File: config.mk
export PLATFORM = sky130hd
export DESIGN_NAME = supply_fault_supervisor
export DESIGN_NICKNAME = d
export VERILOG_FILES = /design/src/verilog/supply_fault_pkg.sv /design/src/verilog/energy_accumulator.sv /design/src/verilog/supply_fault_supervisor.sv
export SDC_FILE = /design/constraint.sdc
export NUM_CORES = 1
export LEC_CHECK = 0
export BUFFER_PORTS_ARGS = -buffer_cell sky130_fd_sc_hd__buf_2
export CAP_MARGIN = 20
export CORE_MARGIN = 2
export CORE_UTILIZATION = 45
export DETAILED_ROUTE_END_ITERATION = 16
export PLACE_DENSITY_LB_ADDON = 0.3
export RECOVER_POWER = 25
export SKIP_CTS_REPAIR_TIMING = 1
export SLEW_MARGIN = 15
export SYNTH_ARGS = -nofsm -noshare
export SYNTH_HDL_FRONTEND = slang
export SYNTH_SLANG_ARGS = --single-unit
File: constraint.sdc
create_clock -name clk_sys -period 5.3 [get_ports clk_sys]
set_clock_uncertainty 0.2 [all_clocks]
set_input_delay 0.53 -clock clk_sys [delete_from_list [all_inputs] [get_ports clk_sys]]
set_output_delay 0.53 -clock clk_sys [all_outputs]
set_load 0.02 [all_outputs]
File: src/verilog/supply_fault_pkg.sv
// constants, fault table and state codes for the supply fault supervisor
// assumes a 10 MHz system clock and a 0.1 s supervision tick
package supply_fault_pkg;

   // clock and tick timing
   localparam int CLK_PERIOD_NS = 100;
   localparam int TICK_PERIOD_MS = 100;
   localparam int TICK_CYCLES = TICK_PERIOD_MS * 1000000 / CLK_PERIOD_NS;

   // lock times, in ms, and in ticks
   localparam int LOCK_VOLT_MS = 5000;
   localparam int LOCK_STD_MS = 10000;
   localparam int LOCK_LOGIC_MS = 100;
   localparam int LOCK_ENERGY_MS = 100000;
   localparam logic [15:0] LOCK_NONE = 16'h0000;
   localparam logic [15:0] LOCK_VOLT = 16'(LOCK_VOLT_MS / TICK_PERIOD_MS);
   localparam logic [15:0] LOCK_STD = 16'(LOCK_STD_MS / TICK_PERIOD_MS);
   localparam logic [15:0] LOCK_LOGIC = 16'(LOCK_LOGIC_MS / TICK_PERIOD_MS);
   localparam logic [15:0] LOCK_ENERGY = 16'(LOCK_ENERGY_MS / TICK_PERIOD_MS);

   // accumulator discharge: ms per 1 % step, and ticks per step
   localparam int BRAKE_STEP_MS = 500;
   localparam int CABLE_STEP_MS = 24800;
   localparam int BRAKE_STEP_TICKS = BRAKE_STEP_MS / TICK_PERIOD_MS;
   localparam int CABLE_STEP_TICKS = CABLE_STEP_MS / TICK_PERIOD_MS;
   localparam logic [6:0] LEVEL_FULL = 7'h64;
   localparam logic [6:0] LEVEL_HALF = 7'h32;
   localparam logic [6:0] LEVEL_EMPTY = 7'h00;

   // register offsets
   localparam logic [11:0] REG_FAULT_HOLD_TIME = 12'h814;
   localparam logic [11:0] REG_AUTO_RESTART = 12'h835;
   localparam logic [15:0] FAULT_HOLD_TIME_RESET = 16'h0000;
   localparam logic [15:0] AUTO_RESTART_RESET = 16'h0000;
   localparam logic [15:0] AUTO_RESTART_ON = 16'h0001;

   // fault source indices
   localparam int NUM_SRC = 21;
   localparam int F_UNDERVOLT = 0;
   localparam int F_OVERVOLT = 1;
   localparam int F_RIPPLE = 2;
   localparam int F_TEMP_LOGIC = 3;
   localparam int F_TEMP_POWER = 4;
   localparam int F_OVERCURRENT = 5;
   localparam int F_DEV_ENERGY = 6;
   localparam int F_BRAKE_ENERGY = 7;
   localparam int F_BRAKE_OVERVOLT = 8;
   localparam int F_POWER_MISSING = 9;
   localparam int F_BRAKE_SHORT = 10;
   localparam int F_LOGIC_MISSING = 11;
   localparam int F_CHARGE_ENERGY = 12;
   localparam int F_CONFIG = 13;
   localparam int F_DEV_CH1 = 14;
   localparam int F_DEV_CH2 = 15;
   localparam int F_INPUT_RIPPLE = 16;
   localparam int F_INPUT_FALL = 17;
   localparam int F_CABLE_CH1 = 18;
   localparam int F_CABLE_CH2 = 19;
   localparam int F_HW_CONFIG = 20;

   // class masks: bit set where the source belongs to the class
   localparam logic [NUM_SRC-1:0] WARN_MASK = 21'h0cc1d8;
   localparam logic [NUM_SRC-1:0] FAULT_MASK = 21'h1ffeff;
   localparam logic [NUM_SRC-1:0] ENERGY_MASK = 21'h0cd0c0;

   typedef enum logic [2:0] {
      ST_MAINS_WAIT = 3'h0,
      ST_STARTUP = 3'h1,
      ST_BUS_CHECK = 3'h2,
      ST_OPERATIONAL = 3'h3,
      ST_WARNING = 3'h4,
      ST_FAULT = 3'h5,
      ST_POWER_DOWN = 3'h6
   } supply_state_t;

   typedef enum logic [1:0] {
      LAMP_OFF = 2'h0,
      LAMP_GREEN = 2'h1,
      LAMP_ORANGE = 2'h2,
      LAMP_RED = 2'h3
   } lamp_t;

   function automatic logic [4:0] code_of(input int idx);
      case (idx)
         F_UNDERVOLT: code_of = 5'h01;
         F_OVERVOLT: code_of = 5'h02;
         F_RIPPLE: code_of = 5'h03;
         F_TEMP_LOGIC: code_of = 5'h04;
         F_TEMP_POWER: code_of = 5'h05;
         F_OVERCURRENT: code_of = 5'h06;
         F_DEV_ENERGY: code_of = 5'h07;
         F_BRAKE_ENERGY: code_of = 5'h08;
         F_POWER_MISSING: code_of = 5'h09;
         F_BRAKE_SHORT: code_of = 5'h0a;
         F_LOGIC_MISSING: code_of = 5'h0b;
         F_CHARGE_ENERGY: code_of = 5'h0c;
         F_CONFIG: code_of = 5'h0d;
         F_DEV_CH1: code_of = 5'h10;
         F_DEV_CH2: code_of = 5'h11;
         F_INPUT_RIPPLE: code_of = 5'h12;
         F_INPUT_FALL: code_of = 5'h13;
         F_HW_CONFIG: code_of = 5'h14;
         F_CABLE_CH1: code_of = 5'h15;
         F_CABLE_CH2: code_of = 5'h16;
         default: code_of = 5'h00;
      endcase
   endfunction

   function automatic logic [15:0] lock_of(input int idx);
      case (idx)
         F_UNDERVOLT, F_OVERVOLT, F_INPUT_FALL: lock_of = LOCK_VOLT;
         F_LOGIC_MISSING: lock_of = LOCK_LOGIC;
         F_CHARGE_ENERGY, F_CABLE_CH1, F_CABLE_CH2: lock_of = LOCK_ENERGY;
         F_BRAKE_OVERVOLT, F_POWER_MISSING, F_CONFIG: lock_of = LOCK_NONE;
         default: lock_of = LOCK_STD;
      endcase
   endfunction

   // longest lock time among the flagged sources
   function automatic logic [15:0] max_lock(input logic [NUM_SRC-1:0] flags);
      logic [15:0] m;
      m = LOCK_NONE;
      for (int i = 0; i < NUM_SRC; i++) begin
         if (flags[i] && lock_of(i) > m) begin
            m = lock_of(i);
         end
      end
      max_lock = m;
   endfunction

   // code of the lowest-index flagged source, zero when none
   function automatic logic [4:0] first_code(input logic [NUM_SRC-1:0] flags);
      logic [4:0] c;
      c = 5'h00;
      for (int i = NUM_SRC - 1; i >= 0; i--) begin
         if (flags[i]) begin
            c = code_of(i);
         end
      end
      first_code = c;
   endfunction

endpackage

File: src/verilog/energy_accumulator.sv
// retentive energy accumulator in percent, with a fixed discharge step
// assumes charge pulses of 1 % and a tick strobe from the supervisor
`timescale 1ns/1ps
module energy_accumulator #(
   parameter int STEP_TICKS = 5
) (
   // clock and reset
   input wire logic clk_sys,
   input wire logic reset,
   // strobes
   input wire logic tick,
   input wire logic charge,
   // level
   output logic [6:0] level,
   output logic full,
   output logic above_half
);
   import supply_fault_pkg::*;

   logic [15:0] step_cnt;

   // level is not touched by control supply loss, only by system reset
   always_ff @(posedge clk_sys) begin
      if (reset) begin
         level <= LEVEL_EMPTY;
         step_cnt <= 16'h0000;
      end else begin
         if (charge && level != 7'h7f) begin
            level <= level + 7'h01;
         end else if (tick) begin
            if (step_cnt >= 16'(STEP_TICKS - 1)) begin
               step_cnt <= 16'h0000;
               if (level != LEVEL_EMPTY) begin
                  level <= level - 7'h01;
               end
            end else begin
               step_cnt <= step_cnt + 16'h0001;
            end
         end
      end
   end

   assign full = (level >= LEVEL_FULL);
   assign above_half = (level > LEVEL_HALF) && !full;

endmodule // energy_accumulator

File: src/verilog/supply_fault_supervisor.sv
// fault and warning supervisor for a dc supply: latching, lock timing, restart
// assumes synchronous monitor inputs and a synchronous active-high reset
//
// Summary of operation
// - in operational, warning or bus-check, any live fault enters the fault state.
// - entering fault opens the trip contact, removing mains power.
// - status lamp shows red while in the fault state.
// - each source is classed as warning, fault or both.
// - dynamic flags follow the live condition; retentive flags stay until reset or control supply loss.
// - faults latch retentively by default after power-up.
// - undervoltage raised without mains recovers alone via mains wait.
// - undervoltage raised with mains present stays latched like others.
// - control supply loss enters power-down; on return goes to fault if lost while monitoring, else to mains wait.
// - in fault, keep monitoring; start lock timer once no fault is live.
// - each fault reports its numeric code; braking overvoltage has none.
// - lock times are 5 s, 10 s, 0.1 s, 100 s or none per fault.
// - only listed sources warn; braking overvoltage warns and never faults.
// - reset needs no live fault and the longest lock time elapsed.
// - auto restart enabled at 1 returns to mains wait when allowed.
// - a rising restore input edge returns to mains wait when allowed.
// - a serial reset command also clears faults when allowed.
// - control supply loss clears latched faults and the lock timer.
// - energy faults also need their accumulator discharged before reset.
// - braking and cable energy warn above 50 % (charge energy does not); all four fault at 100 %.
// - braking and charge accumulators drop 1 % per 0.5 s, retained.
// - cable accumulators drop 1 % per 24.8 s, retained.
`timescale 1ns/1ps
module supply_fault_supervisor
   import supply_fault_pkg::*;
#(
   parameter int TICK_CYCLES_P = supply_fault_pkg::TICK_CYCLES
) (
   // clock and reset
   input wire logic clk_sys,
   input wire logic reset,
   // monitors and supplies
   input wire logic [supply_fault_pkg::NUM_SRC-1:0] limit_violation,
   input wire logic [3:0] energy_charge,
   input wire logic mains_input,
   input wire logic control_supply,
   input wire logic dc_bus_output_ok,
   // restore sources
   input wire logic restore_input,
   input wire logic serial_reset_cmd,
   // parameter access
   input wire logic [11:0] param_addr,
   input wire logic param_wr,
   input wire logic [15:0] param_wdata,
   output logic [15:0] param_rdata,
   // status
   output logic trip_contact,
   output supply_fault_pkg::lamp_t status_lamp,
   output supply_fault_pkg::supply_state_t state,
   output logic [4:0] fault_code,
   output logic [supply_fault_pkg::NUM_SRC-1:0] dynamic_warning_class,
   output logic [supply_fault_pkg::NUM_SRC-1:0] dynamic_fault_class,
   output logic [supply_fault_pkg::NUM_SRC-1:0] latched_fault_class,
   output logic [supply_fault_pkg::NUM_SRC-1:0] latched_warning_class
);
   import supply_fault_pkg::*;

   ////////////////////////////////////////////////////////////////////////
   // tick and accumulators

   logic [31:0] tick_cnt;
   logic tick;
   logic [6:0] brake_level;
   logic [6:0] charge_level;
   logic [6:0] cable1_level;
   logic [6:0] cable2_level;
   logic [3:0] acc_full;
   logic [3:0] acc_half;

   always_ff @(posedge clk_sys) begin
      if (reset) begin
         tick_cnt <= 32'h0;
         tick <= 1'b0;
      end else if (tick_cnt >= 32'(TICK_CYCLES_P - 1)) begin
         tick_cnt <= 32'h0;
         tick <= 1'b1;
      end else begin
         tick_cnt <= tick_cnt + 32'h1;
         tick <= 1'b0;
      end
   end

   energy_accumulator #(.STEP_TICKS(BRAKE_STEP_TICKS)) u_brake_acc (
      .clk_sys(clk_sys), .reset(reset), .tick(tick), .charge(energy_charge[0]),
      .level(brake_level), .full(acc_full[0]), .above_half(acc_half[0])
   );
   energy_accumulator #(.STEP_TICKS(BRAKE_STEP_TICKS)) u_charge_acc (
      .clk_sys(clk_sys), .reset(reset), .tick(tick), .charge(energy_charge[1]),
      .level(charge_level), .full(acc_full[1]), .above_half(acc_half[1])
   );
   energy_accumulator #(.STEP_TICKS(CABLE_STEP_TICKS)) u_cable1_acc (
      .clk_sys(clk_sys), .reset(reset), .tick(tick), .charge(energy_charge[2]),
      .level(cable1_level), .full(acc_full[2]), .above_half(acc_half[2])
   );
   energy_accumulator #(.STEP_TICKS(CABLE_STEP_TICKS)) u_cable2_acc (
      .clk_sys(clk_sys), .reset(reset), .tick(tick), .charge(energy_charge[3]),
      .level(cable2_level), .full(acc_full[3]), .above_half(acc_half[3])
   );

   ////////////////////////////////////////////////////////////////////////
   // live conditions and classes

   logic [NUM_SRC-1:0] acc_fault_vec;
   logic [NUM_SRC-1:0] acc_warn_vec;
   logic [NUM_SRC-1:0] live_fault;
   logic [NUM_SRC-1:0] live_warn;
   logic [NUM_SRC-1:0] new_fault;
   logic energy_clear;
   logic fault_active;
   logic monitoring;

   always_comb begin
      acc_fault_vec = '0;
      acc_warn_vec = '0;
      acc_fault_vec[F_BRAKE_ENERGY] = acc_full[0];
      acc_fault_vec[F_CHARGE_ENERGY] = acc_full[1];
      acc_fault_vec[F_CABLE_CH1] = acc_full[2];
      acc_fault_vec[F_CABLE_CH2] = acc_full[3];
      acc_warn_vec[F_BRAKE_ENERGY] = acc_half[0];
      acc_warn_vec[F_CHARGE_ENERGY] = acc_half[1];
      acc_warn_vec[F_CABLE_CH1] = acc_half[2];
      acc_warn_vec[F_CABLE_CH2] = acc_half[3];
   end

   assign live_fault = (limit_violation | acc_fault_vec) & FAULT_MASK;
   assign live_warn = (limit_violation | acc_warn_vec) & WARN_MASK;
   assign fault_active = |live_fault;
   assign monitoring = (state == ST_BUS_CHECK) || (state == ST_OPERATIONAL) ||
                       (state == ST_WARNING) || (state == ST_FAULT);
   assign new_fault = live_fault & ~latched_fault_class;

   // an energy fault may only be cleared once its accumulator is empty
   assign energy_clear = !(latched_fault_class[F_BRAKE_ENERGY] && brake_level != LEVEL_EMPTY) &&
                         !(latched_fault_class[F_CHARGE_ENERGY] && charge_level != LEVEL_EMPTY) &&
                         !(latched_fault_class[F_CABLE_CH1] && cable1_level != LEVEL_EMPTY) &&
                         !(latched_fault_class[F_CABLE_CH2] && cable2_level != LEVEL_EMPTY);

   ////////////////////////////////////////////////////////////////////////
   // parameter registers

   logic [15:0] fault_hold_time;
   logic [15:0] auto_restart_enable;

   always_ff @(posedge clk_sys) begin
      if (reset) begin
         fault_hold_time <= FAULT_HOLD_TIME_RESET;
         auto_restart_enable <= AUTO_RESTART_RESET;
      end else if (param_wr) begin
         if (param_addr == REG_FAULT_HOLD_TIME) begin
            fault_hold_time <= param_wdata;
         end
         if (param_addr == REG_AUTO_RESTART) begin
            auto_restart_enable <= param_wdata;
         end
      end
   end

   ////////////////////////////////////////////////////////////////////////
   // lock timer and reset acceptance

   logic [15:0] hold_need;
   logic [15:0] hold_cnt;
   logic restore_q;
   logic clear_ok;
   logic reset_req;
   logic uv_no_mains;
   logic pd_from_run;
   logic uv_auto;
   logic leave_fault;

   // fault_hold_time acts as a floor on the longest per-fault lock time
   assign hold_need = (max_lock(latched_fault_class) > fault_hold_time) ?
                      max_lock(latched_fault_class) : fault_hold_time;
   assign clear_ok = !fault_active && (hold_cnt >= hold_need) && energy_clear;
   assign reset_req = (auto_restart_enable == AUTO_RESTART_ON) ||
                      (restore_input && !restore_q) ||
                      serial_reset_cmd;
   assign uv_auto = uv_no_mains && (latched_fault_class == (NUM_SRC'(1) << F_UNDERVOLT)) && mains_input;
   assign leave_fault = (state == ST_FAULT) && ((clear_ok && reset_req) || uv_auto);

   always_ff @(posedge clk_sys) begin
      if (reset) begin
         restore_q <= 1'b0;
      end else begin
         restore_q <= restore_input;
      end
   end

   always_ff @(posedge clk_sys) begin
      if (reset || !control_supply || state != ST_FAULT) begin
         hold_cnt <= 16'h0000;
      end else if (fault_active) begin
         hold_cnt <= 16'h0000;
      end else if (tick && hold_cnt != 16'hffff) begin
         hold_cnt <= hold_cnt + 16'h0001;
      end
   end

   ////////////////////////////////////////////////////////////////////////
   // fault and warning flags

   always_ff @(posedge clk_sys) begin
      if (reset) begin
         dynamic_fault_class <= '0;
         dynamic_warning_class <= '0;
      end else begin
         dynamic_fault_class <= live_fault;
         dynamic_warning_class <= live_warn;
      end
   end

   always_ff @(posedge clk_sys) begin
      if (reset || !control_supply) begin
         latched_fault_class <= '0;
         latched_warning_class <= '0;
         uv_no_mains <= 1'b0;
      end else if (state == ST_POWER_DOWN) begin
         if (pd_from_run) begin
            latched_fault_class[F_LOGIC_MISSING] <= 1'b1;
         end
      end else if (leave_fault) begin
         // a clearing event that coincides with a new live fault keeps it
         latched_fault_class <= live_fault;
         latched_warning_class <= live_warn;
         uv_no_mains <= 1'b0;
      end else if (monitoring) begin
         latched_fault_class <= latched_fault_class | live_fault;
         latched_warning_class <= latched_warning_class | live_warn;
         if (new_fault[F_UNDERVOLT]) begin
            uv_no_mains <= !mains_input;
         end
      end
   end

   ////////////////////////////////////////////////////////////////////////
   // state machine

   supply_state_t next_state;

   always_comb begin
      next_state = state;
      case (state)
         ST_MAINS_WAIT: begin
            if (mains_input) begin
               next_state = ST_STARTUP;
            end
         end
         ST_STARTUP: next_state = ST_BUS_CHECK;
         ST_BUS_CHECK: begin
            if (fault_active) begin
               next_state = ST_FAULT;
            end else if (dc_bus_output_ok) begin
               next_state = ST_OPERATIONAL;
            end
         end
         ST_OPERATIONAL, ST_WARNING: begin
            if (fault_active) begin
               next_state = ST_FAULT;
            end else if (|live_warn) begin
               next_state = ST_WARNING;
            end else begin
               next_state = ST_OPERATIONAL;
            end
         end
         ST_FAULT: begin
            if (leave_fault) begin
               next_state = ST_MAINS_WAIT;
            end
         end
         ST_POWER_DOWN: next_state = pd_from_run ? ST_FAULT : ST_MAINS_WAIT;
         default: next_state = ST_MAINS_WAIT;
      endcase
      if (!control_supply) begin
         next_state = ST_POWER_DOWN;
      end
   end

   always_ff @(posedge clk_sys) begin
      if (reset) begin
         state <= ST_MAINS_WAIT;
         pd_from_run <= 1'b0;
      end else begin
         state <= next_state;
         if (!control_supply && state != ST_POWER_DOWN) begin
            pd_from_run <= monitoring;
         end
      end
   end

   ////////////////////////////////////////////////////////////////////////
   // registered outputs

   always_ff @(posedge clk_sys) begin
      if (reset) begin
         trip_contact <= 1'b0;
         status_lamp <= LAMP_OFF;
         fault_code <= 5'h00;
      end else begin
         // contact closed only outside fault and power-down
         trip_contact <= (next_state != ST_FAULT) && (next_state != ST_POWER_DOWN);
         case (next_state)
            ST_FAULT: status_lamp <= LAMP_RED;
            ST_WARNING: status_lamp <= LAMP_ORANGE;
            ST_OPERATIONAL: status_lamp <= LAMP_GREEN;
            default: status_lamp <= LAMP_OFF;
         endcase
         fault_code <= first_code(latched_fault_class);
      end
   end

   always_ff @(posedge clk_sys) begin
      if (reset) begin
         param_rdata <= 16'h0000;
      end else begin
         case (param_addr)
            REG_FAULT_HOLD_TIME: param_rdata <= fault_hold_time;
            REG_AUTO_RESTART: param_rdata <= auto_restart_enable;
            default: param_rdata <= 16'h0000;
         endcase
      end
   end

endmodule // supply_fault_supervisor

After elaboration in Yosys (flattened, before gate mapping)

Index checks and enable logic that the tools add are counted.

Register bits: 287
Latch bits: 0
Bits in writable memories: 0
ROM bits: 0
Bits of input ports: 61
Output and inout bits: 111
Word-level logic and storage cells: 306
Memories kept: 0

Add/subtract/negate cells: 14
Multipliers: 0
Div/mod/pow operators: 0
Magnitude comparators: 35
Equal/unequal tests: 23
Shifts and indexed selects: 0
Multiplexer cells: 84
Bitwise logic cells: 11
Reductions and logical operators: 107

Operators with widths:

| operator              | number |
|---|---|
| $mux 16               | 25 |
| $gt 7x16->1 const A   | 11 |
| $mux 7                | 16 |
| $mux 21               | 4 |
| $add 16x1->16 const B | 5 |
| $gt 1x16->1 const A   | 4 |
| $gt 10x16->1 const A  | 3 |
| $logic_and 1x1->1     | 45 |
| $or 21x20->21         | 2 |
| $mux 3                | 12 |
| $mux 5                | 7 |
| $add 32x1->32 const B | 1 |
| $ge 16x3->1 const B   | 2 |
| $ge 16x8->1 const B   | 2 |
| $ge 32x20->1 const B  | 1 |
| $gt 6x16->1 const A   | 2 |
| $pmux 16 s2           | 1 |
| $add 7x1->7 const B   | 4 |
| $ge 7x7->1 const B    | 4 |
| $gt 7x6->1 const B    | 4 |
| $mux 4                | 7 |
| $ne 7x7->1 const B    | 4 |
| $reduce_bool 2->1     | 14 |
| $reduce_bool 7->1     | 4 |
| other kinds (34)      | 90 |

Depth between registers and ports, before layout

Gate-level depths: netlist of run 1.

Depth after elaboration: 74
Depth in mapped cells: 24
Gate-level depth less buffers: 22

Hierarchy

Synthesis of run 1 repeated with hierarchy kept, for this count alone.

Cells, all modules: 1382
Area, all modules: 12281.8 sq um

By module, submodules not included:

| module                                 | times used | cells an instance | area an instance (sq um) | seq. area each (sq um) |
|---|---|---|---|---|
| supply_fault_supervisor                | 1          | 805               | 7140.6                   | 3283.1 |
| energy_accumulator at u_cable1_acc ... | 2          | 144               | 1272.5                   | 460.4 |
| energy_accumulator at u_charge_acc     | 1          | 145               | 1300.0                   | 460.4 |
| energy_accumulator at u_brake_acc      | 1          | 144               | 1296.2                   | 460.4 |

Worst setup path before layout of run 1

OpenSTA, ideal clock, no wires.

Path kind: reg2reg
Start point: register latched_fault_class[3] (netlist name)
End point: register latched_warning_class[14] (netlist name)
Setup time: 91 ps
Data arrival time: 4877 ps
Required time: 5009 ps
Setup slack: 132 ps
Cell stages (with the launch flop): 24
Path buffers: 2
Clock period less this slack: 5168 ps
Cells stage by stage: dfxtp_1 -> or4_1 -> nor2_1 -> and3_1 -> nand2b_1 -> nor2_1 -> ha_1 -> nor2b_1 -> o21a_1 -> o21a_1 -> o21a_1 -> o21ai_0 -> a311o_1 -> clkbuf_1 -> mux2i_1 -> ha_1 -> a21o_1 -> nand3_1 -> a21oi_1 -> a2111oi_0 -> a211o_1 -> nand2_1 -> buf_2 -> a311oi_1

Longest elaborated chain between the ends: 63
Elaborated cells between the ends (all ways): 67
Classes of those cells: order compare (19); eq/ne (1); mux (20); reduce/logical (27)

RTL lines:

| element                            | line                           | source |
|---|---|---|
| start: declaration                 | supply_fault_supervisor.sv:57  | `output logic [supply_fault_pkg::NUM_SRC-1:0] latched_fault_class,` |
| start signal: assignment           | supply_fault_supervisor.sv:227 | `latched_fault_class <= live_fault;` |
| start signal: assignment           | supply_fault_supervisor.sv:231 | `latched_fault_class <= latched_fault_class \| live_fault;` |
| $logic_and 1x1->1                  | supply_fault_pkg.sv:124        | `if (flags[i] && lock_of(i) > m) begin` |
| $mux 16                            | supply_fault_pkg.sv:124        |  |
| $gt 7x16->1                        | supply_fault_pkg.sv:124        |  |
| $logic_and 1x1->1                  | supply_fault_pkg.sv:124        |  |
| $mux 16                            | supply_fault_pkg.sv:124        |  |
| $gt 7x16->1                        | supply_fault_pkg.sv:124        |  |
| $logic_and 1x1->1                  | supply_fault_pkg.sv:124        |  |
| $mux 16                            | supply_fault_pkg.sv:124        |  |
| (+46 left out)                     | --                             |  |
| $mux 16                            | supply_fault_supervisor.sv:176 | `assign hold_need = (max_lock(latched_fault_class) > fault_hold_time) ?` |
| $ge 16x16->1                       | supply_fault_supervisor.sv:178 | `assign clear_ok = !fault_active && (hold_cnt >= hold_need) && energy_clear;` |
| $logic_and 1x1->1 (2 in series)    | supply_fault_supervisor.sv:178 |  |
| $logic_and 1x1->1                  | supply_fault_supervisor.sv:183 | `assign leave_fault = (state == ST_FAULT) && ((clear_ok && reset_req) \|\| uv_auto);` |
| $logic_or 1x1->1 (*)               | supply_fault_supervisor.sv:183 |  |
| $logic_and 1x1->1 (*)              | supply_fault_supervisor.sv:183 |  |
| $reduce_bool 2->1 (no source line) | --                             |  |
| $reduce_and 2->1 (no source line)  | --                             |  |
| end signal: assignment             | supply_fault_supervisor.sv:228 | `latched_warning_class <= live_warn;` |
| end signal: assignment             | supply_fault_supervisor.sv:232 | `latched_warning_class <= latched_warning_class \| live_warn;` |
| end: declaration                   | supply_fault_supervisor.sv:58  | `output logic [supply_fault_pkg::NUM_SRC-1:0] latched_warning_class` |

Every way passes the cells marked *; elsewhere a longest branch is shown, timed or not.
A chain may end at the register's enable or synchronous reset.

Final worst setup path of run 1

Start point: register latched_fault_class[3] (netlist name)
End point: register latched_fault_class[10] (netlist name)

Longest elaborated chain between the ends: 63
Elaborated cells between the ends (all ways): 67
Classes of those cells: order compare (19); eq/ne (1); mux (20); reduce/logical (27)

RTL lines:

| element                            | line |
|---|---|
| $logic_and 1x1->1                  | supply_fault_pkg.sv:124 |
| $mux 16                            | supply_fault_pkg.sv:124 |
| $gt 7x16->1                        | supply_fault_pkg.sv:124 |
| $logic_and 1x1->1                  | supply_fault_pkg.sv:124 |
| $mux 16                            | supply_fault_pkg.sv:124 |
| $gt 7x16->1                        | supply_fault_pkg.sv:124 |
| $logic_and 1x1->1                  | supply_fault_pkg.sv:124 |
| $mux 16                            | supply_fault_pkg.sv:124 |
| (+46 left out)                     | -- |
| $mux 16                            | supply_fault_supervisor.sv:176 |
| $ge 16x16->1                       | supply_fault_supervisor.sv:178 |
| $logic_and 1x1->1 (2 in series)    | supply_fault_supervisor.sv:178 |
| $logic_and 1x1->1                  | supply_fault_supervisor.sv:183 |
| $logic_or 1x1->1 (*)               | supply_fault_supervisor.sv:183 |
| $logic_and 1x1->1 (*)              | supply_fault_supervisor.sv:183 |
| $reduce_bool 2->1 (no source line) | -- |
| $reduce_and 2->1 (no source line)  | -- |

Marks and branches as above.

==> summary.txt, run 1 <==
Power
  • Pwr Density: 349.4 mW/mm^2
  • VDD IR max: 0.3137 mV
  • Pleak: around 5.6 nW

Timing
  • Slew Limit Fails: 35
  • Final Hold Fails: 0
  • Worst-Margin Slew: around 1.6 ns
  • Tcrit/Tclk final: 0.9421
  • Final setup violation count: 0
  • Relative slew slack: -0.08282
  • Min cycle time layout: 4.993 ns
  • Setup_tns: 0 ns
  • Fmax: 200.3 MHz

Finish
  • Synthesis-to-finish area growth: 16.52%
  • Share of cells above drive strength 1: 0.1210
  • Fin area: between 0.01 and 0.015 sq mm
  • Total Nets Final: 1,627

Setup path
  • Crit-path max cell delay: ~0.56 ns
  • Slowest cell on crit path: or4_4
  • Top delay family on crit path: compound AO/OA/AOI/OAI gates
  • Worst Setup Start Kind: flop
  • Critical Path AT: 5.21 ns
  • Max FO, Critical Path: 23
  • Crit Path Category: flop to flop
  • CP required: 5.52 ns
  • Worst path bufs/invs: 2
  • Most frequent CP cell: o21a_1
  • Crit path capture type: flop
  • CP Cell Sequence: or4_4, nor2_2, and3_2, nand2b_4, nor2_2, ha_1, nor2b_1, o21a_1, o21a_1, o21a_1, o21ai_0, a311o_1, buf_6, mux2i_1, ha_1, nand2b_1, a211oi_1, o211ai_1, nand3_1, a211o_1, nand2_1, buf_12, a311oi_1

Floorplan
  • Die Wd: 165.9 um
  • IO Pins: 172
  • Row cnt: 59
  • Core ar.: 0.02591 sq mm
  • Initial Util: 0.4550
  • Die Height: about 170 um
  • Die ar.: about 0.028 sq mm

Clock tree
  • CTS Sinks: between 200 and 300
  • Num CTS Buffers: 28
  • CTS tree: done
  • Worst-path clk slew: about 0.060 ns
  • CTS HTree Levels: 1
  • Clock Latency Late Sink: ~0.53 ns
  • Root Driver: clkbuf_16
  • CTS Buffer Depth: 3

Outcome
  • Status: complete, but fails checks
  • Failing checks: capacitance limit, slew limit

Global routing
  • Initial antenna violation count: 1
  • First-pass GRT wire length: between 40,000 and 50,000 um
  • GRT overflow: 0
  • Largest net degree at the start of global routing: 84
  • Total global-route track usage: 0.1931
  • Vias in the first global route: slightly above 9,000

Synthesis
  • Sequential area share after synthesis: 0.4347
  • Mapped Cells: 1,358
  • Main synth FF type: dfxtp_1
  • Fraction of registers with async set/reset: 0
  • Avg Inst Size Synth: 8.682 sq um
  • Warnings from Yosys: 0
  • Count of different cell masters after synthesis: 57
  • Post-synth EDFFs: 0
  • Mapped cell area: between 0.01 and 0.015 sq mm
  • Flop and latch count out of synthesis: approximately 260

Placed design
  • Final HPWL DP: 19,760 um
  • Area post-placement: approximately 0.013 sq mm
  • Placer congestion estimate: ~0.86
  • # port buffers: around 150

Detailed routing
  • Routed Antenna Nets: 0
  • Drt pass-1 iters: 5
  • Post-DR vias/cell: between 5 and 6
  • WL/cell: around 15 um
  • Overall routed net length: around 28,000 um
  • DRC Markers: 0
  • Via count: 9,964
  • DRT iter0 DRCs: 769

Flow run
  • Max_cap viols: 1

Worst hold path
  • Min-delay worst type: input port to flop
## cell families after synthesis
family                     share of synthesized area
AOI/OAI and AO/OA                             0.1578
adders and majority gates                    0.06410
muxes                                        0.02717
and+or+nand+nor                               0.2187
xor gates and xnor gates                     0.04977
buffers and inverters                        0.04744
other                                      0.0003181
DFF                                           0.4347
## metal layers
layer  vias up  GRT usage  part of all wire
met1      4601     0.2615              0.46
met5         -          0                 0
met3        54    0.03289             0.055
li1       5026          -                 -
met2       283     0.3125              0.46
met4         0    0.06692             0.028
## layout by cell type, fill, tap and decap left out, types with 9 or more instances in the layout
| cell type | instances |
|---|---|
| buf_2 | 100 |
| nand3_1 | 38 |
| and4_1 | 10 |
| buf_4 | 16 |
| dfxtp_1 | 256 |
| ha_1 | 54 |
| nor3_1 | 18 |
| a21oi_1 | 110 |
| inv_1 | 37 |
| and3_1 | 21 |
| clkbuf_1 | 53 |
| nor2_1 | 205 |
| xor2_1 | 33 |
| a41oi_1 | 10 |
| o21ai_0 | 23 |
| nand2_1 | 128 |
| clkbuf_8 | 9 |
| a31oi_1 | 24 |
| nand4_1 | 25 |
| or3_1 | 9 |
| and2_1 | 9 |
| nor2b_1 | 28 |
| a22oi_1 | 16 |
| nor4_1 | 23 |
| mux2i_1 | 32 |
| a311oi_1 | 21 |
| conb_1 | 38 |
| a21o_1 | 21 |
| clkbuf_16 | 29 |
| a211oi_1 | 11 |
| xnor2_1 | 34 |
## power breakdown
group          switching (mW)  internal, mW  leakage [nW]
clock network           0.750          1.27         0.482
registers              0.0827          2.00          2.09
logic                   0.398         0.300          3.00
total                    1.23          3.57          5.56
## worst paths after layout
path                                        from  cells past startpoint                                   end  slack [ns]
min                                restore_input                      2                  restore_q$_SDFF_PP0_        0.03
min reg2reg               tick_cnt[0]$_SDFF_PP0_                      1                tick_cnt[0]$_SDFF_PP0_        0.26
max          latched_fault_class[3]$_SDFFE_PP0P_                     23  latched_fault_class[10]$_SDFFE_PP0P_        0.31
max reg2reg  latched_fault_class[3]$_SDFFE_PP0P_                     23  latched_fault_class[10]$_SDFFE_PP0P_        0.31
## cell type report
class | count | area, sq um
clock inverters | 5 | 100.1
clock buffers | 46 | 879.6
repair buffers | 163 | 820.8
well taps | 335 | 419.2
flip-flops and latches | 256 | 5125
diodes | 1 | 2.502
multi-input cells | 1022 | 6252
fillers | 2385 | 12170
inverters | 37 | 138.9
## Yosys cell counts, types with 7 or more instances
| cell | instances | area, sq um |
|---|---|---|
| nand4_1 | 25 | 156.4 |
| o21ai_0 | 23 | 115.1 |
| or4_1 | 7 | 52.55 |
| a211oi_1 | 11 | 82.58 |
| xnor2_1 | 34 | 297.8 |
| clkbuf_1 | 45 | 168.9 |
| o21ai_1 | 7 | 35.03 |
| dfxtp_1 | 256 | 5125 |
| nand3_1 | 38 | 190.2 |
| xor2_1 | 33 | 289.0 |
| mux2i_1 | 32 | 320.3 |
| o21bai_1 | 8 | 60.06 |
| or3_1 | 9 | 56.30 |
| inv_1 | 37 | 138.9 |
| a22oi_1 | 16 | 120.1 |
| ha_1 | 54 | 675.7 |
| a21oi_1 | 110 | 550.5 |
| a41oi_1 | 10 | 87.58 |
| and2_1 | 9 | 56.30 |
| buf_4 | 31 | 232.7 |
| a311oi_1 | 23 | 201.4 |
| nor3_1 | 18 | 90.09 |
| nor4_1 | 23 | 143.9 |
| and3_1 | 22 | 137.6 |
| and4_1 | 10 | 87.58 |
| nor2b_1 | 28 | 175.2 |
| a31oi_1 | 21 | 131.4 |
| nor2_1 | 207 | 777.0 |
| nand2_1 | 128 | 480.5 |
| a21o_1 | 21 | 157.7 |
## through the flow
step / power, mW / setup WS (ns) / utilization / instances / hold WS [ns]
after floorplan: 2.649 / 0.1317 / - / 1395 / 0.2258
after global routing: 5.021 / -0.003747 / 0.5302 / 1865 / 0.03892
after CTS: 4.854 / -0.1512 / 0.5314 / 1862 / 0.007254
after detailed placement: 2.819 / -0.1169 / 0.4936 / 1811 / 0.2480
final: 4.800 / 0.3070 / 0.5302 / 1865 / 0.02515
after global placement: 2.803 / 0.1578 / 0.4936 / 1811 / 0.2410
## state kept, by name, summed over array words and instances, names as in the netlist, 2 cells and up
signal                 flops
latched_warning_class      9
u_cable2_acc.level         7
hold_cnt                  16
u_brake_acc.level          7
u_brake_acc.step_cnt      16
status_lamp                2
u_cable1_acc.step_cnt     16
latched_fault_class       20
auto_restart_enable       16
param_rdata               16
dynamic_fault_class       15
u_charge_acc.level         7
fault_code                 5
u_cable1_acc.level         7
u_charge_acc.step_cnt     16
fault_hold_time           16
dynamic_warning_class      9
tick_cnt                  32
state                      3
u_cable2_acc.step_cnt     16
(Power assumes the default switching activity.)
==> run 2: changes to the inputs <==
clock period = 5 ns   (was 5.3 ns; I/O delays follow)
==> run 2 against run 1 <==
- register-to-register slack lost 0.46 ns
- critical path type unchanged
- largest power group unchanged
- final cell count increased by 0.86%
- routed wire length increased by 3.0%
- die area did not move
- the run ends with setup timing left
- global-route usage is 0.084 points higher
==> summary.txt, run 2 (synthesis results as in run 1) <==
Global routing
  • GRT overflow: 0 (unchanged)
  • Initial antenna violation count: 0 (was 1)
  • First-pass GRT wire length: 45,710 um (was 45,510 um)
  • Total global-route track usage: 0.1939 (was 0.1931)
  • Largest net degree at the start of global routing: 75 (was 84)
  • Vias in the first global route: 9,180 (was 9,173)

Power
  • Clk pwr share: 0.421 (was 0.420)
  • Switch Pwr: 1.393 mW (was 1.231 mW)
  • Sw Share: 0.2679 (was 0.2565)
  • Pleak: 5.729 nW (was 5.564 nW)
  • Logic pwr share: 0.155 (was 0.146)
  • VDD IR max: 0.3080 mV (was 0.3137 mV)
  • Sequential group share of total power: 0.424 (was 0.434)
  • Pwr Density: 368.7 mW/mm^2 (was 349.4 mW/mm^2)
  • Pint: 3.806 mW (was 3.569 mW)

Placed design
  • # port buffers: 145 (unchanged)
  • Place WS: -0.3720 ns (was -0.1169 ns)
  • Final HPWL DP: 19,920 um (was 19,760 um)
  • Placer congestion estimate: 0.8295 (was 0.8585)

Timing
  • Worst setup margin: -0.1521 ns (was 0.3070 ns)
  • RSZ-0062 raised after global routing: true
  • Worst-Margin Slew: 1.336 ns (was 1.624 ns)
  • Tcrit/Tclk final: 1.030 (was 0.9421)
  • Fmax: 194.1 MHz (was 200.3 MHz)
  • Final setup violation count: 35 (was 0)
  • Min cycle time layout: 5.152 ns (was 4.993 ns)
  • Slew Limit Fails: 0 (was 35)
  • Relative slew slack: 0.1095 (was -0.08282)
  • Final Hold Fails: 0 (unchanged)

Setup path
  • Most frequent CP cell: o21a_1 (unchanged)
  • Slowest cell on crit path: or4_4 (unchanged)
  • Crit Path Category: flop to flop (unchanged)
  • Flop-to-flop setup slack: -0.15 ns (was 0.31 ns)
  • Crit path capture type: flop (unchanged)
  • Worst Setup Start Kind: flop (unchanged)
  • Crit-path max cell delay: 0.56 ns (about the same)
  • Worst path bufs/invs: 4 (was 2)
  • Critical Path AT: 5.39 ns (was 5.21 ns)
  • Max FO, Critical Path: 4 (was 23)
  • Top delay family on crit path: simple AND/OR/NAND/NOR gates (was compound AO/OA/AOI/OAI gates)
  • CP required: 5.23 ns (was 5.52 ns)

Finish
  • Most flop-heavy register: tick_cnt (unchanged)
  • Most common library cell in the layout ignoring fill and taps: dfxtp_1 (unchanged)
  • Synthesis-to-finish area growth: 19.60% (was 16.52%)
  • Most frequent cells in the layout: 255 x dfxtp_1, 205 x nor2_1, 126 x nand2_1, 109 x buf_2, 108 x a21oi_1 (was 256 x dfxtp_1, 205 x nor2_1, 128 x nand2_1, 110 x a21oi_1, 100 x buf_2)
  • Total Nets Final: 1,643 (was 1,627)
  • Util after Layout: 0.5442 (was 0.5302)
  • Antenna cells: 0 (was 1)
  • Share of cells above drive strength 1: 0.1559 (was 0.1210)
  • Max reg flops: 32 (unchanged)
  • Biggest regs: tick_cnt (32), latched_fault_class (20) (unchanged)

Floorplan
  • Initial Util: 0.4550 (unchanged)
  • Die Height: 165.9 um (unchanged)
  • IO Pins: 172 (unchanged)
  • Row cnt: 59 (unchanged)
  • Die Wd: 165.9 um (unchanged)
  • Core ar.: 0.02591 sq mm (unchanged)
  • Die ar.: 0.02751 sq mm (unchanged)

Outcome
  • Failing checks: setup timing (was capacitance limit, slew limit)
  • Status: complete, but fails checks (unchanged)

Detailed routing
  • Drt pass-1 iters: 5 (unchanged)
  • DRC Markers: 0 (unchanged)
  • Via count: 10,125 (was 9,964)
  • WL/cell: 15.15 um (was 14.84 um)
  • Post-DR vias/cell: 5.383 (was 5.343)
  • Routed Antenna Nets: 0 (unchanged)
  • DRT iter0 DRCs: 686 (was 769)
  • Overall routed net length: 28,500 um (was 27,670 um)

Flow run
  • Max_cap viols: 0 (was 1)

Clock tree
  • CTS Sinks: 256 (unchanged)
  • CTS tree: done (unchanged)
  • Clock Latency Late Sink: 0.55 ns (was 0.53 ns)
  • Root Driver: clkbuf_16 (unchanged)
  • CTS Buffer Depth: 3 (unchanged)
  • CTS HTree Levels: 1 (unchanged)
  • Worst-path clk slew: 0.07 ns (was 0.06 ns)
  • Num CTS Buffers: 28 (unchanged)

Worst hold path
  • Min-delay worst type: input port to flop (unchanged)
==> run 2: cell count changes in the layout (fill, tap and decap cells not counted), sizes merged <==
cell	change
clkinv	+7
clkinvlp	+3
clkbuf	-18
diode	-1
dlygate4sd3	+1
bufinv	+1
buf	+23
==> run 2: path summary, 6_finish.rpt <==
kind / start / to / cells after the start
worst max-delay path: latched_fault_class[6]$_SDFFE_PP0P_ / state[0]$_SDFF_PP0_ / 25
worst min-delay path: param_wdata[4] / auto_restart_enable[4]$_SDFFE_PP0P_ / 3
worst max register to register: latched_fault_class[6]$_SDFFE_PP0P_ / state[0]$_SDFF_PP0_ / 25
worst min register to register: u_cable1_acc.step_cnt[15]$_SDFFE_PP0P_ / u_cable1_acc.step_cnt[15]$_SDFFE_PP0P_ / 2
==> run 2: cell type report <==
| cell class | count | area (sq um) |
|---|---|---|
| clock buffers | 36 | 792.0 |
| clock inverters | 16 | 202.7 |
| fillers | 2399 | 11810 |
| inverters | 37 | 138.9 |
| multi-input cells | 1022 | 6421 |
| flip-flops and latches | 256 | 5126 |
| well taps | 335 | 419.2 |
| repair buffers | 179 | 1001 |
==> run 2: through the flow <==
stage / TNS, ns / cells / hold WS [ns] / total power, mW / instance area, sq um
after detailed placement: -9.840 / 1818 / 0.2482 / 3.002 / 12840
after global placement: -3.242 / 1818 / 0.2423 / 2.981 / 12840
after floorplan: 0 / 1395 / 0.2258 / 2.808 / 11930
after global routing: -7.206 / 1881 / 0.009039 / 5.412 / 14100
final: -3.314 / 1881 / 0.009035 / 5.199 / 14100
after CTS: -11.68 / 1870 / -0.04230 / 5.195 / 13840
==> run 2: routing by layer <==
layer,wire length [um],part of all wire,track usage,vias to the layer above
li1,-,-,-,5080
met1,13100,0.46,0.2644,4678
met2,13010,0.46,0.3150,298
met3,1500,0.053,0.03337,69
met4,891,0.031,0.05974,0
met5,0,0,0,-
==> run 2: tightest hold or removal path, cell delays in order <==
cell and delay [ns]:
buf_2 0.11, nand2_1 0.05, a21oi_1 0.05
==> run 2: power by group through the flow <==
stage                     combinational (mW)  clock, mW  sequential (mW)
after floorplan                        0.535          0             2.27
after global placement                 0.730          0             2.25
after detailed placement               0.749          0             2.25
after CTS                              0.754       2.23             2.21
after global routing                   0.885       2.31             2.22
final                                  0.806       2.19             2.21
==> run 3: changes to the inputs <==
BUFFER_PORTS_ARGS = not set   (was -buffer_cell sky130_fd_sc_hd__buf_2)
DONT_BUFFER_PORTS = 1   (was not set)
==> run 3 against run 2 <==
- the flow still finishes with violations (setup timing)
- sequential share of layout area decreased by 1.3 points
- fmax rose by 2.4%
- non-clock buffer count decreased by 32
- sequential cell count is the same
- register-to-register slack gained 0.12 ns
- largest cell class unchanged
- largest power group unchanged
==> summary.txt, run 3 (synthesis results as in run 1) <==
Power
  • Power Total: 5.160 mW (was 5.199 mW)
  • VDD IR max: 0.2941 mV (was 0.3080 mV)
  • Pwr Density: 353.2 mW/mm^2 (was 368.7 mW/mm^2)
  • Pleak: 5.795 nW (was 5.729 nW)

Placed design
  • DP Cell Count: 1,680 (was 1,818)
  • # port buffers: 0 (was 145)
  • Place WS: -0.2795 ns (was -0.3720 ns)
  • Placer congestion estimate: 0.8790 (was 0.8295)
  • Area post-placement: 0.01215 sq mm (was 0.01284 sq mm)
  • Final HPWL DP: 19,280 um (was 19,920 um)

Clock tree
  • CTS HTree Levels: 1 (unchanged)
  • CTS Sinks: 256 (unchanged)
  • Worst-path clk slew: 0.06 ns (was 0.07 ns)
  • Clock Latency Late Sink: 0.55 ns (about the same)
  • Num CTS Buffers: 28 (unchanged)
  • CTS tree: done (unchanged)
  • Root Driver: clkbuf_16 (unchanged)
  • CTS Buffer Depth: 3 (unchanged)

Global routing
  • Total global-route track usage: 0.1894 (was 0.1939)
  • Vias in the first global route: 8,791 (was 9,180)
  • Initial antenna violation count: 0 (unchanged)
  • GRT overflow: 0 (unchanged)
  • Largest net degree at the start of global routing: 117 (was 75)
  • First-pass GRT wire length: 44,590 um (was 45,710 um)

Finish
  • Share of cells above drive strength 1: 0.09788 (was 0.1559)
  • Cell Count, Final, Fillers Out: 1,847 (was 1,881)
  • Fill count: 2,237 (was 2,399)
  • Biggest regs: tick_cnt (32), latched_fault_class (20) (unchanged)
  • Synthesis-to-finish area growth: 23.92% (was 19.60%)
  • Total Nets Final: 1,611 (was 1,643)
  • Max reg flops: 32 (unchanged)
  • Most common library cell in the layout ignoring fill and taps: dfxtp_1 (unchanged)
  • Most flop-heavy register: tick_cnt (unchanged)
  • Fin area: 0.01461 sq mm (was 0.01410 sq mm)
  • Most frequent cells in the layout: 255 x dfxtp_1, 204 x nor2_1, 126 x nand2_1, 108 x a21oi_1, 106 x dlygate4sd3_1 (was 255 x dfxtp_1, 205 x nor2_1, 126 x nand2_1, 109 x buf_2, 108 x a21oi_1)
  • Antenna cells: 0 (unchanged)

Floorplan
  • Die Height: 165.9 um (unchanged)
  • Die Wd: 165.9 um (unchanged)
  • Initial Util: 0.4550 (unchanged)
  • Core ar.: 0.02591 sq mm (unchanged)
  • IO Pins: 172 (unchanged)
  • Row cnt: 59 (unchanged)
  • Die ar.: 0.02751 sq mm (unchanged)

Timing
  • Slew Limit Fails: 0 (unchanged)
  • Fmax: 198.8 MHz (was 194.1 MHz)
  • Tcrit/Tclk final: 1.006 (was 1.030)
  • Min cycle time layout: 5.029 ns (was 5.152 ns)
  • RSZ-0062 raised after global routing: true (unchanged)
  • Worst-case hold slack: 0.001211 ns (was 0.009035 ns)
  • Final Hold Fails: 0 (unchanged)
  • Worst-Margin Slew: 1.390 ns (was 1.336 ns)
  • Relative slew slack: 0.07334 (was 0.1095)
  • Final setup violation count: 3 (was 35)
  • Worst setup margin: -0.02912 ns (was -0.1521 ns)

Setup path
  • Critical Path AT: 5.25 ns (was 5.39 ns)
  • CP required: 5.22 ns (was 5.23 ns)
  • Crit path capture type: flop (unchanged)
  • Max FO, Critical Path: 8 (was 4)
  • Crit Path Category: flop to flop (unchanged)
  • Worst Setup Start Kind: flop (unchanged)

Worst hold path
  • Min-delay worst type: input port to flop (unchanged)

Detailed routing
  • DRT iter0 DRCs: 741 (was 686)
  • Drt pass-1 iters: 5 (unchanged)
  • WL/cell: 16.05 um (was 15.15 um)
  • Post-DR vias/cell: 5.514 (was 5.383)
  • DRC Markers: 0 (unchanged)
  • Via count: 10,185 (was 10,125)
  • Routed Antenna Nets: 0 (unchanged)
  • Overall routed net length: 29,650 um (was 28,500 um)

Outcome
  • Failing checks: setup timing (unchanged)
  • Status: complete, but fails checks (unchanged)

Flow run
  • Max_cap viols: 0 (unchanged)
-- run 3: power breakdown --
part | switching [mW] | internal [mW]
clock | 0.834 | 1.25
combinational | 0.409 | 0.412
sequential | 0.131 | 2.12
total | 1.37 | 3.79
-- run 3: final cells by class --
| cell class | instances | area [sq um] | share of cell area |
|---|---|---|---|
| Clock buffer | 37 | 784.5 | 0.05370 |
| Clock inverter | 13 | 153.9 | 0.01053 |
| Inverter | 37 | 138.9 | 0.009506 |
| Multi-Input combinational cell | 1022 | 6539 | 0.4475 |
| Sequential cell | 256 | 5126 | 0.3509 |
| Tap cell | 335 | 419.2 | 0.02869 |
| Timing Repair Buffer | 147 | 1449 | 0.09917 |
-- run 3: path summary, 6_finish.rpt --
path,from,end,slack [ns],cells past startpoint
worst max-delay path,latched_fault_class[6]$_SDFFE_PP0P_,latched_fault_class[10]$_SDFFE_PP0P_,-0.03,26
worst min-delay path,limit_violation[3],latched_warning_class[3]$_SDFFE_PP0P_,0.001,2
worst max register to register,latched_fault_class[6]$_SDFFE_PP0P_,latched_fault_class[10]$_SDFFE_PP0P_,-0.03,26
worst min register to register,u_cable1_acc.step_cnt[15]$_SDFFE_PP0P_,u_cable1_acc.step_cnt[15]$_SDFFE_PP0P_,0.26,2
-- run 3: per-stage QoR --
step | TNS (ns) | util
4_1_cts | -8.777 | 0.5052
5_1_grt | -5.841 | 0.5639
3_3_place_gp | -0.9590 | 0.4690
3_5_place_dp | -6.644 | 0.4690
6_report | -0.04071 | 0.5639
2_1_floorplan | 0 | -
-- run 3: critical path, stage by stage (launching register included) --
cell       delay, ns
dfxtp_2         0.32
or4_4           0.56
nor2_4          0.14
and3_4          0.21
nand2b_4        0.07
buf_6           0.12
nor2b_4         0.11
buf_4           0.12
inv_1           0.04
ha_1            0.29
nand4_1         0.10
nor2_1          0.05
nand4_1         0.10
nand4_1         0.11
a311o_1         0.33
buf_6           0.15
mux2i_1         0.12
ha_2            0.18
a21o_1          0.18
nand3_2         0.09
a21oi_2         0.07
a2111oi_4       0.35
buf_4           0.18
a211o_4         0.15
nand2_4         0.10
buf_12          0.18
a311oi_1        0.27
-- run 3: metal layers --
layer,track usage,vias to the layer above,wire (um)
li1,-,5008,-
met1,0.2569,4802,13170
met2,0.3071,314,13950
met3,0.03670,61,1694
met4,0.05671,0,834
met5,0,-,0
